<file path="src/verilog/acc_consts.vh">
// Constants for the analog comparator control block: register map, field
// positions, reset values and event mode codes.
// Assumes inclusion by bare name from the design files.
`ifndef ACC_CONSTS_VH
`define ACC_CONSTS_VH

`define ACC_ADDR_W         4
`define ACC_DATA_W         8

`define ACC_ADDR_SC        4'h0
`define ACC_ADDR_IRQ_STAT  4'h1
`define ACC_ADDR_IRQ_CLR   4'h2
`define ACC_ADDR_IRQ_EN    4'h3

`define ACC_BIT_EN         7
`define ACC_BIT_REF        6
`define ACC_BIT_FLAG       5
`define ACC_BIT_IE         4
`define ACC_BIT_OUT        3
`define ACC_BIT_OPE        2
`define ACC_MODE_MSB       1
`define ACC_MODE_LSB       0

`define ACC_MODE_FALL_A    2'h0
`define ACC_MODE_RISE      2'h1
`define ACC_MODE_FALL_B    2'h2
`define ACC_MODE_BOTH      2'h3

`define ACC_SC_RESET       8'h00
`define ACC_MODE_RESET     2'h0

`define ACC_IRQ_W          3
`define ACC_EV_CMP         0
`define ACC_EV_RISE        1
`define ACC_EV_FALL        2
`define ACC_IRQ_RESET      3'h0

`define ACC_SETTLE_CYC     2'h3

`endif

</file>
<file path="src/verilog/acc_sync.v">
// Two-stage synchroniser with edge detection for the comparator output.
// Assumes the input is asynchronous; clr primes the history to low.
`timescale 1ns/10ps

module acc_sync (
	input  wire clk,
	input  wire nrst,
	input  wire clk_en,
	input  wire clr,
	input  wire async_in,
	output wire level,
	output wire rise,
	output wire fall
);

	reg s1_ff;
	reg s2_ff;
	reg prev_ff;

	// First stage feeds only the second stage
	always @(posedge clk or negedge nrst) begin
		if (!nrst) begin
			s1_ff   <= 1'b0;
			s2_ff   <= 1'b0;
			prev_ff <= 1'b0;
		end else if (clk_en) begin
			if (clr) begin
				s1_ff   <= 1'b0;
				s2_ff   <= 1'b0;
				prev_ff <= 1'b0;
			end else begin
				s1_ff   <= async_in;
				s2_ff   <= s1_ff;
				prev_ff <= s2_ff;
			end
		end
	end

	assign level = s2_ff;
	assign rise  = s2_ff & ~prev_ff;
	assign fall  = ~s2_ff & prev_ff;

endmodule

</file>
<file path="src/verilog/acc_ctrl.v">
// Control and status logic around an analog comparator: one status and
// control register, edge event flag, interrupt, capture routing, low power.
// Assumes a single bus clock, a plain strobe register port and an external
// analog core whose output arrives asynchronously.
`timescale 1ns/10ps
`include "acc_consts.vh"

// Functional notes
// - Control bit 7 turns the comparator module on; zero keeps it off.
// - Bit 6 picks external positive pin (0) or internal bandgap (1).
// - Bit 5 flag sets on each compare event chosen by the mode field.
// - Writing one to bit 5 clears the flag; writing zero leaves it.
// - With bit 4 set, interrupt request stands while the flag is set.
// - Bit 3 reads the live comparator level, forced zero while disabled.
// - Bit 2 output-pin enable is reserved here and does nothing.
// - Mode bits 1:0: 00 fall, 01 rise, 10 fall, 11 either edge.
// - Output high when non-inverting input exceeds inverting input, else low.
// - Capture routing sends comparator output to timer one channel 0 capture.
// - While routed, timer one channel 0 pin is unavailable externally.
// - Enabled before wait, it keeps running and its interrupt can wake.
// - Disabled in every stop mode; never a wake-up source from stop.
// - Deepest two stop modes power it down; it wakes in reset state.
// - Lightest stop freezes clocks, keeps registers, detects no events.
// - Light stop left by reset resets it; by interrupt it resumes.
// - In active background debug it keeps operating normally.
module acc_ctrl (
	input  wire                    clk,
	input  wire                    nrst,
	input  wire                    clk_en,
	input  wire [`ACC_ADDR_W-1:0]  addr,
	input  wire [`ACC_DATA_W-1:0]  wdata,
	input  wire                    wr_stb,
	input  wire                    rd_stb,
	output reg  [`ACC_DATA_W-1:0]  rdata,
	output reg                     irq,
	output reg                     wake_req,
	input  wire                    cmp_raw,
	output reg                     cmp_power,
	output reg                     reference_select,
	input  wire                    capture_route_select,
	input  wire                    timer1_channel0_pin_in,
	input  wire                    timer1_channel0_pin_oe_req,
	output reg                     timer1_channel0_pin_oe,
	output reg                     timer1_capture_in,
	input  wire                    wait_mode,
	input  wire                    stop_light,
	input  wire                    stop_deep
);

	localparam [3:0] ST_OFF    = 4'b0001;
	localparam [3:0] ST_SETTLE = 4'b0010;
	localparam [3:0] ST_RUN    = 4'b0100;
	localparam [3:0] ST_HOLD   = 4'b1000;

	reg  [3:0]              state_ff;
	reg  [3:0]              nxt_state;
	reg  [1:0]              settle_ff;
	reg  [1:0]              nxt_settle;

	reg                     comparator_enable_ff;
	reg                     reference_select_ff;
	reg                     compare_event_flag_ff;
	reg                     compare_interrupt_enable_ff;
	reg  [1:0]              event_mode_select_ff;
	reg  [`ACC_IRQ_W-1:0]   irq_stat_ff;
	reg  [`ACC_IRQ_W-1:0]   irq_en_ff;

	reg                     nxt_enable;
	reg                     nxt_ref;
	reg                     nxt_flag;
	reg                     nxt_ie;
	reg  [1:0]              nxt_mode;
	reg                     mode_hit;
	reg  [`ACC_IRQ_W-1:0]   nxt_irq_en;
	reg  [`ACC_DATA_W-1:0]  nxt_rdata;
	reg                     nxt_irq;

	wire                    sync_level;
	wire                    sync_rise;
	wire                    sync_fall;
	wire                    sync_clr;
	wire                    running;
	wire                    live_level;
	wire                    cmp_event;
	wire [`ACC_IRQ_W-1:0]   irq_events;
	wire [`ACC_IRQ_W-1:0]   nxt_irq_stat;
	wire                    wr_sc;
	wire                    wr_clr;
	wire                    wr_en;
	wire                    bus_ok;

	// Registers are only reachable while the bus clock runs to the block
	assign bus_ok = ~stop_light & ~stop_deep;
	assign wr_sc  = wr_stb & bus_ok & (addr == `ACC_ADDR_SC);
	assign wr_clr = wr_stb & bus_ok & (addr == `ACC_ADDR_IRQ_CLR);
	assign wr_en  = wr_stb & bus_ok & (addr == `ACC_ADDR_IRQ_EN);

	// History is cleared whenever not sampling so a re-enable or a resume
	// from light stop never sees a stale level as an edge
	assign sync_clr = ~(state_ff[2] | state_ff[1]);
	// Enable gates too, so a disabling write mutes the level at once
	assign running  = state_ff[2] & comparator_enable_ff;

	// Raw level is already high for non-inverting above inverting
	acc_sync u_sync (
		.clk      (clk),
		.nrst     (nrst),
		.clk_en   (clk_en),
		.clr      (sync_clr),
		.async_in (cmp_raw),
		.level    (sync_level),
		.rise     (sync_rise),
		.fall     (sync_fall)
	);

	assign live_level = running & sync_level;

	// Mode decode; both fall codes behave alike
	always @* begin
		mode_hit = 1'b0;
		case (event_mode_select_ff)
			`ACC_MODE_FALL_A: begin
				mode_hit = sync_fall;
			end
			`ACC_MODE_RISE: begin
				mode_hit = sync_rise;
			end
			`ACC_MODE_FALL_B: begin
				mode_hit = sync_fall;
			end
			`ACC_MODE_BOTH: begin
				mode_hit = sync_rise | sync_fall;
			end
			default: begin
				mode_hit = 1'b0;
			end
		endcase
	end

	assign cmp_event = running & mode_hit;

	assign irq_events[`ACC_EV_CMP]  = cmp_event;
	assign irq_events[`ACC_EV_RISE] = running & sync_rise;
	assign irq_events[`ACC_EV_FALL] = running & sync_fall;

	// One sticky status bit per event; the event outranks a same-cycle clear
	genvar gi;
	generate
		for (gi = 0; gi < `ACC_IRQ_W; gi = gi + 1) begin : g_stat
			wire clr_bit;
			wire hold_bit;
			assign clr_bit  = wr_clr & wdata[gi];
			assign hold_bit = irq_stat_ff[gi] & ~clr_bit;
			assign nxt_irq_stat[gi] = irq_events[gi] | hold_bit;
		end
	endgenerate

	// Power sequencing state
	always @* begin
		nxt_state  = state_ff;
		nxt_settle = settle_ff;
		case (state_ff)
			ST_OFF: begin
				if (comparator_enable_ff & ~stop_light) begin
					nxt_state  = ST_SETTLE;
					nxt_settle = `ACC_SETTLE_CYC;
				end
			end
			ST_SETTLE: begin
				// Junk from the unpowered core must leave the edge history
				// first, so entering RUN never looks like an edge
				if (stop_light) begin
					nxt_state = ST_HOLD;
				end else if (~comparator_enable_ff) begin
					nxt_state = ST_OFF;
				end else if (settle_ff == 2'h0) begin
					nxt_state = ST_RUN;
				end else begin
					nxt_settle = settle_ff - 2'h1;
				end
			end
			ST_RUN: begin
				// Wait mode and background debug leave it running
				if (stop_light) begin
					nxt_state = ST_HOLD;
				end else if (~comparator_enable_ff) begin
					nxt_state = ST_OFF;
				end
			end
			ST_HOLD: begin
				if (~stop_light) begin
					// Resume on interrupt exit; re-prime the history first
					if (comparator_enable_ff) begin
						nxt_state  = ST_SETTLE;
						nxt_settle = `ACC_SETTLE_CYC;
					end else begin
						nxt_state = ST_OFF;
					end
				end
			end
			default: begin
				nxt_state  = ST_OFF;
				nxt_settle = 2'h0;
			end
		endcase
	end

	// Register next values
	always @* begin
		nxt_enable   = comparator_enable_ff;
		nxt_ref      = reference_select_ff;
		nxt_ie       = compare_interrupt_enable_ff;
		nxt_mode     = event_mode_select_ff;
		nxt_flag     = compare_event_flag_ff;
		nxt_irq_en   = irq_en_ff;
		if (wr_sc) begin
			nxt_enable = wdata[`ACC_BIT_EN];
			nxt_ref    = wdata[`ACC_BIT_REF];
			nxt_ie     = wdata[`ACC_BIT_IE];
			nxt_mode   = wdata[`ACC_MODE_MSB:`ACC_MODE_LSB];
			// Bit 2 write is dropped: no output pin exists
			if (wdata[`ACC_BIT_FLAG]) begin
				nxt_flag = 1'b0;
			end
		end
		if (wr_en) begin
			nxt_irq_en = wdata[`ACC_IRQ_W-1:0];
		end
		// Set after clear so a same-cycle event survives
		if (cmp_event) begin
			nxt_flag = 1'b1;
		end
	end

	// Read data: valid only in the cycle after the strobe
	always @* begin
		nxt_rdata = {`ACC_DATA_W{1'b0}};
		if (rd_stb & bus_ok) begin
			case (addr)
				`ACC_ADDR_SC: begin
					nxt_rdata[`ACC_BIT_EN]   = comparator_enable_ff;
					nxt_rdata[`ACC_BIT_REF]  = reference_select_ff;
					nxt_rdata[`ACC_BIT_FLAG] = compare_event_flag_ff;
					nxt_rdata[`ACC_BIT_IE]   = compare_interrupt_enable_ff;
					nxt_rdata[`ACC_BIT_OUT]  = live_level;
					nxt_rdata[`ACC_BIT_OPE]  = 1'b0;
					nxt_rdata[`ACC_MODE_MSB:`ACC_MODE_LSB] = event_mode_select_ff;
				end
				`ACC_ADDR_IRQ_STAT: begin
					nxt_rdata[`ACC_IRQ_W-1:0] = irq_stat_ff;
				end
				`ACC_ADDR_IRQ_EN: begin
					nxt_rdata[`ACC_IRQ_W-1:0] = irq_en_ff;
				end
				default: begin
					nxt_rdata = {`ACC_DATA_W{1'b0}};
				end
			endcase
		end
	end

	// Request from the next register values so irq lines up with the flag
	always @* begin
		nxt_irq = 1'b0;
		if (nxt_flag & nxt_ie) begin
			nxt_irq = 1'b1;
		end
		// Status bits share the one request line
		if (|(nxt_irq_stat & nxt_irq_en)) begin
			nxt_irq = 1'b1;
		end
	end

	always @(posedge clk or negedge nrst) begin
		if (!nrst) begin
			state_ff                    <= ST_OFF;
			settle_ff                   <= 2'h0;
			comparator_enable_ff        <= 1'b0;
			reference_select_ff         <= 1'b0;
			compare_event_flag_ff       <= 1'b0;
			compare_interrupt_enable_ff <= 1'b0;
			event_mode_select_ff        <= `ACC_MODE_RESET;
			irq_stat_ff                 <= `ACC_IRQ_RESET;
			irq_en_ff                   <= `ACC_IRQ_RESET;
			rdata                       <= {`ACC_DATA_W{1'b0}};
			irq                         <= 1'b0;
		end else if (clk_en) begin
			if (stop_deep) begin
				// Powered down: everything returns to reset values
				state_ff                    <= ST_OFF;
				settle_ff                   <= 2'h0;
				comparator_enable_ff        <= 1'b0;
				reference_select_ff         <= 1'b0;
				compare_event_flag_ff       <= 1'b0;
				compare_interrupt_enable_ff <= 1'b0;
				event_mode_select_ff        <= `ACC_MODE_RESET;
				irq_stat_ff                 <= `ACC_IRQ_RESET;
				irq_en_ff                   <= `ACC_IRQ_RESET;
				rdata                       <= {`ACC_DATA_W{1'b0}};
				irq                         <= 1'b0;
			end else begin
				state_ff                    <= nxt_state;
				settle_ff                   <= nxt_settle;
				comparator_enable_ff        <= nxt_enable;
				reference_select_ff         <= nxt_ref;
				compare_event_flag_ff       <= nxt_flag;
				compare_interrupt_enable_ff <= nxt_ie;
				event_mode_select_ff        <= nxt_mode;
				irq_stat_ff                 <= nxt_irq_stat;
				irq_en_ff                   <= nxt_irq_en;
				rdata                       <= nxt_rdata;
				irq                         <= nxt_irq;
			end
		end
	end

	// Outward controls to the analog core and the timer
	always @(posedge clk or negedge nrst) begin
		if (!nrst) begin
			cmp_power              <= 1'b0;
			reference_select       <= 1'b0;
			wake_req               <= 1'b0;
			timer1_channel0_pin_oe <= 1'b0;
			timer1_capture_in      <= 1'b0;
		end else if (clk_en) begin
			// Analog core is off in any stop, whatever software set
			cmp_power        <= nxt_enable & ~stop_light & ~stop_deep;
			// Powered down core must see the reset reference choice
			reference_select <= nxt_ref & ~stop_deep;
			// Wake only from wait; stop modes never get one
			wake_req         <= nxt_irq & wait_mode & ~stop_light & ~stop_deep;
			// Routed: timer pad is taken off the pin
			timer1_channel0_pin_oe <= timer1_channel0_pin_oe_req & ~capture_route_select;
			if (capture_route_select) begin
				timer1_capture_in <= live_level;
			end else begin
				timer1_capture_in <= timer1_channel0_pin_in;
			end
		end
	end

endmodule

</file>
<file path="config.mk">
export PLATFORM = sky130hd
export DESIGN_NAME = acc_ctrl
export DESIGN_NICKNAME = d
export VERILOG_FILES = /design/src/verilog/acc_sync.v /design/src/verilog/acc_ctrl.v
export VERILOG_INCLUDE_DIRS = /design/src /design/src/verilog
export SDC_FILE = /design/constraint.sdc
export NUM_CORES = 1
export LEC_CHECK = 0
export ABC_CLOCK_PERIOD_IN_PS = 4900
export BUFFER_PORTS_ARGS = -buffer_cell sky130_fd_sc_hd__buf_4
export CORE_MARGIN = 2
export CORE_UTILIZATION = 59
export DETAILED_ROUTE_END_ITERATION = 10
export PLACE_DENSITY = 0.89
export SKIP_CTS_REPAIR_TIMING = 1
export SYNTH_ARGS = -nofsm -noshare
export SYNTH_HDL_FRONTEND = slang
export SYNTH_SLANG_ARGS = --single-unit
export TNS_END_PERCENT = 50
</file>
<file path="constraint.sdc">
create_clock -name clk -period 4.9 [get_ports clk]
set_input_delay 0.735 -clock clk [delete_from_list [all_inputs] [get_ports clk]]
set_output_delay 0.735 -clock clk [all_outputs]
set_load 0.02 [all_outputs]
</file>
After elaboration in Yosys (flattened, before gate mapping) --
Index checks and enable logic that the tools add are counted. Widths: inputs -> output; s select.
Storage, ports and cells: register bits 35, bits of input ports 24, word-level logic and storage cells 135, output and inout bits 14
Operators by class: muxes and demuxes 45, reductions and logical operators 9, bitwise gates (word level) 42, add/subtract/negate cells 1, eq/ne operators 19
Operators by type and width (number):
- $mux 4 | 8
- $and 1x1->1 | 28
- $mux 2 | 10
- $ne 3x3->1 const B | 6
- $mux 1 | 17
- $mux 8 | 2
- $pmux 4 s4 | 1
- $eq 4x2->1 const B | 3
- $mux 3 | 3
- $pmux 3 s3 | 1
- $eq 4x1->1 const B | 2
- $not 1->1 | 8
- $pmux 2 s4 | 1
- $reduce_and 8->1 | 1
- $mux 5 | 1
- $ne 5x5->1 const B | 1
- $or 1x1->1 | 5
- $reduce_and 5->1 | 1
- $eq 2x2->1 const B | 2
- $eq 4x3->1 const B | 1
- $eq 4x4->1 const B | 1
- $logic_not 2->1 | 2
- $logic_not 4->1 | 1
- $ne 4x4->1 const B | 1
- other kinds (9) | 9

Depth between registers and ports, before layout --
depth in word-level cells 14, mapped depth 7

Modules after synthesis --
A second synthesis with hierarchy kept.
Second synthesis, totals: cells, all modules 195, area, all modules 1916.8 µm²
Modules (own cells, without submodules):
- acc_ctrl | instances 1, area each 1785.5 µm², cells each 181
- acc_sync | instances 1, area each 131.4 µm², cells each 14

Worst setup path after synthesis --
OpenSTA, ideal clock, no wires.
path type input to register, start point in stop_light, end point reg wake_req, path buffers 0, path slack 2482 ps, stages on the path 5, data arrival time 2280 ps, library setup time 138 ps, cell sequence nor4_2 > and3_1 > mux2_1 > a2111oi_4 > o22ai_1
On the way: longest elaborated chain between the ends 14, elaborated cells on any way between the ends 30, those cells by class 6 x mux; 23 x bitwise; 1 x reduce/logical
Ends and longest elaborated chain:
- start: declaration | RTL line acc_ctrl.v:46 | input wire stop_light,
- $not 1->1 (*) | RTL line acc_ctrl.v:93, acc_ctrl.v:331
- $and 1x1->1 | RTL line acc_ctrl.v:93 | assign bus_ok = ~stop_light & ~stop_deep;
- $and 1x1->1 | RTL line acc_ctrl.v:94, acc_ctrl.v:95, acc_ctrl.v:96
- $and 1x1->1 | RTL line acc_ctrl.v:95 | assign wr_clr = wr_stb & bus_ok & (addr == `ACC_ADDR_IRQ_CLR);
- $and 1x1->1 | RTL line acc_ctrl.v:152 | assign clr_bit = wr_clr & wdata[gi];
- $not 1->1 | RTL line acc_ctrl.v:153 | assign hold_bit = irq_stat_ff[gi] & ~clr_bit;
- $and 1x1->1 | RTL line acc_ctrl.v:153
- $or 1x1->1 | RTL line acc_ctrl.v:154 | assign nxt_irq_stat[gi] = irq_events[gi] | hold_bit;
- $and 3x3->3 | RTL line acc_ctrl.v:269 | if (|(nxt_irq_stat & nxt_irq_en)) begin
- $reduce_or 3->1 | RTL line acc_ctrl.v:269
- $mux 1 | RTL line acc_ctrl.v:269
- $and 1x1->1 | RTL line acc_ctrl.v:331 | wake_req <= nxt_irq & wait_mode & ~stop_light & ~stop_deep;
- $and 1x1->1 (*) (2 in series) | RTL line acc_ctrl.v:331
- end signal: assignment | RTL line acc_ctrl.v:331
- end: declaration | RTL line acc_ctrl.v:36 | output reg wake_req,
Every way passes the cells marked *; elsewhere a longest branch is shown, timed or not. A chain may end at the register's enable or synchronous reset.

Worst setup path after layout --
start point in stop_deep, end point reg wake_req
On the way: longest elaborated chain between the ends 14, elaborated cells on any way between the ends 30, those cells by class 6 x mux; 23 x bitwise; 1 x reduce/logical
Ends and longest elaborated chain:
- start: declaration | RTL line acc_ctrl.v:47 | input wire stop_deep
- $not 1->1 (*) | RTL line acc_ctrl.v:93, acc_ctrl.v:331
- $and 1x1->1 | RTL line acc_ctrl.v:93
- $and 1x1->1 | RTL line acc_ctrl.v:94, acc_ctrl.v:95, acc_ctrl.v:96
- $and 1x1->1 | RTL line acc_ctrl.v:95
- $and 1x1->1 | RTL line acc_ctrl.v:152
- $not 1->1 | RTL line acc_ctrl.v:153
- $and 1x1->1 | RTL line acc_ctrl.v:153
- $or 1x1->1 | RTL line acc_ctrl.v:154
- $and 3x3->3 | RTL line acc_ctrl.v:269
- $reduce_or 3->1 | RTL line acc_ctrl.v:269
- $mux 1 | RTL line acc_ctrl.v:269
- $and 1x1->1 (2 in series) | RTL line acc_ctrl.v:331
- $and 1x1->1 (*) | RTL line acc_ctrl.v:331
Marks and branches as above.

==> results by group <==
Critical path
  – Path depth of the worst reg2reg path: 4
  – Data required time of the worst path: a little over 5 ns
  – Setup crit end kind: flip-flop
  – FF-to-FF Start: state_ff[2]
  – Worst Setup Start Kind: primary input
  – Reg-to-Reg End: state_ff[3]
  – Crit-path max FO: 22
  – Critical Path End: wake_req
  – Reg-to-reg setup timing slack: 2.84 ns
  – Arr. time, crit path: ~3.1 ns
  – Kind of critical path: primary input to flip-flop
  – Setup crit start: stop_deep

Yosys
  – Post-synth cell types: 46
  – Most area-consuming cells after synthesis: dfrtp_1, inv_1, o22ai_1
  – Synthesis-stage register bit count: 34
  – Main synth FF type: dfrtp_1
  – Synth top area share: 40.59%
  – Yosys warns: 0
  – Post-synth EDFFs: 0
  – Biggest area consumer among synthesized cells: dfrtp_1
  – Mapped Area: 2034 µm²
  – Asr flop ratio synth: 100.0%
  – Post-synth net total: 260
  – Cells after Synth: 233
  – Synth Area per Inst: 8.732 µm²
  – Sequential share of the synthesized area: 41.88%

Placed design
  – Dpl hpwl: 3235 µm
  – RD Place Congestion: 0.9077
  – Worst slack at placement: 1.762 ns
  – Port buffer count: 36
  – DP Area: about 2300 µm²

Job
  – Max cap viols: 0

Clock network
  – CTS tree: done
  – Latest clock arrival within the worst-skew pair: 0.34 ns
  – CTS Root Cell: clkbuf_4
  – H-Tree Depth: 2
  – Num CTS Buffers: 5
  – Clock-pin transition on the worst setup and hold timing paths: around 0.1 ns
  – Clock Path Buffers: 2
  – CTS sink count: 34

Cells and area
  – Final Instance Area: roughly 2400 µm²
  – Area Growth Syn to Fin: 16.05%
  – Share of layout cells above drive strength 1: 19.92%
  – Commonest non-fill, non-tap cell in the layout: buf_4
  – Total Nets Final: ~290
  – # fillers: between 200 and 300
  – Commonest cells after routing, fill and taps aside: buf_4, dfrtp_1, inv_1
  – Final cell utilization of the core: a little over two thirds
  – Diodes inserted: 0

STA
  – Hold Fails Final Rpt: 0
  – Clock Skew: around 0.0046 ns
  – Worst Tran Pin Value: 0.6979 ns
  – Fin crit share: 57.72%
  – Min Clock Period, post-route: 2.828 ns
  – Setup TNS: 0 ns
  – Final worst setup slack: 2.072 ns
  – Final slew viol count: 0
  – F_max: around 350 MHz
  – Final Setup Violations: 0
  – Max-Slew Margin vs Limit: 53.09%
  – RSZ-0062 raised after global routing: no

Pwr
  – Total Power: 731.4 µW
  – VDD IR max: 172.5 µV
  – Power Density: 309.8 nW/µm²
  – Lkg Pwr: 1.047 nW

Global route
  – Initial antenna violation count: 0
  – Aggregate global routing overflow: 0
  – Vias in the first global route: roughly 1,800
  – First-pass GRT wire length: ~8100 µm
  – Largest net degree at the start of global routing: 46
  – Tot GR Track Use: 26.03%

Route
  – Vias: 1,826
  – Drt drc: 0
  – Final wirelength: between 4000 and 5000 µm
  – Vias/cell: between 5 and 6
  – DRT iter0 DRCs: 113
  – Routed Antenna Nets: 0
  – First-pass DRT Iterations: 4
  – DR WL/cell: 14.95 µm

Min path
  – Tightest Hold Check Type: primary input to asynchronous set/reset pin

Floorplan
  – Starting Density: 60.97%
  – Ports: 38
  – FP Rows: 21
  – Chip width: 62.72 µm
  – Die area: just under 4000 µm²
  – Core area: 3337 µm²
  – Die H: 62.72 µm

Outcome
  – Status: complete, no violations
==> through the flow <==
stage               hold slack [ns]  instances
finish                       0.3239        307
global route                 0.3394        307
CTS                          0.3164        307
detailed placement           0.4950        299
global placement             0.4693        299
floorplan                    0.4394        233
==> routing by layer <==
metal  global-route usage, %  up-vias  wire length, µm
met5                       0        -                0
met4                   10.00        0               80
met3                   6.126       11              309
met2                   42.47       70             2165
met1                   33.73      857             2032
li1                        -      888                -
==> cell type report <==
class	count	area [µm²]	share of cell area (%)
clock inverter	1	5.005	0.2120
sequential	34	852.1	36.09
tap	46	57.56	2.438
timing repair buffer	36	270.3	11.45
multi-input combinational	151	1001	42.40
inverter	32	120.1	5.087
clock buffer	7	55.05	2.332
==> where the power goes <==
group	leakage [nW]	internal (mW)	switching [mW]
Clock	0.0353	0.0695	0.0939
Combinational	0.552	0.0988	0.117
Sequential	0.460	0.312	0.0409
Total	1.05	0.480	0.251
==> worst min-delay path by stage <==
| stage | from | depth (start not counted) | to |
|---|---|---|---|
| CTS | nrst | 1 | u_sync.s1_ff |
| global route | nrst | 1 | u_sync.prev_ff |
| finish | nrst | 1 | timer1_channel0_pin_oe |
| floorplan | nrst | 0 | cmp_power |
| global placement | compare_event_flag_ff | 2 | rdata[5] |
| detailed placement | reference_select_ff | 2 | reference_select_ff |
==> flip-flops by register name (all words and copies together), names as in the netlist <==
register and count:
cmp_power 1, reference_select_ff 1, wake_req 1, timer1_capture_in 1, u_sync.prev_ff 1, state_ff 4, rdata 8, compare_interrupt_enable_ff 1
u_sync.level 1, comparator_enable_ff 1, event_mode_select_ff 2, compare_event_flag_ff 1, irq_stat_ff 3, irq 1, irq_en_ff 3, settle_ff 2
u_sync.s1_ff 1, timer1_channel0_pin_oe 1
==> kinds of logic (layout without fill, tap and decap cells) <==
group                      after synthesis  in the layout  share of synthesized area (%)
buffers and inverters                   48             76                          8.917
AOI/OAI and AO/OA                       67             67                          23.00
DFF                                     34             34                          41.88
adders and majority gates                3              3                          1.845
muxes                                   12             12                          6.457
and+or+nand+nor                         67             67                          17.04
xor gates and xnor gates                 2              2                         0.8612
==> cells in the mapped netlist (3+ instances only) <==
| library cell | n |
|---|---|
| dfrtp_1 | 33 |
| a21oi_1 | 5 |
| o22ai_1 | 15 |
| o21ai_0 | 7 |
| or4_1 | 3 |
| nand2_1 | 12 |
| nor2_1 | 19 |
| and3_1 | 3 |
| ha_1 | 3 |
| mux2i_1 | 3 |
| nand2b_1 | 4 |
| mux2_2 | 3 |
| nor2b_1 | 3 |
| nand4_1 | 6 |
| a22oi_1 | 4 |
| mux2_1 | 6 |
| clkbuf_1 | 14 |
| nand3_1 | 8 |
| inv_1 | 31 |
| o21ai_1 | 12 |
| a31oi_1 | 9 |
==> worst max-delay path, stage by stage <==
cell and delay, ns:
buf_4 0.19, nor4_2 0.65, and3_1 0.53, mux2_1 0.41, a2111oi_4 0.39, o22ai_1 0.13
(Power assumes the default switching activity.)
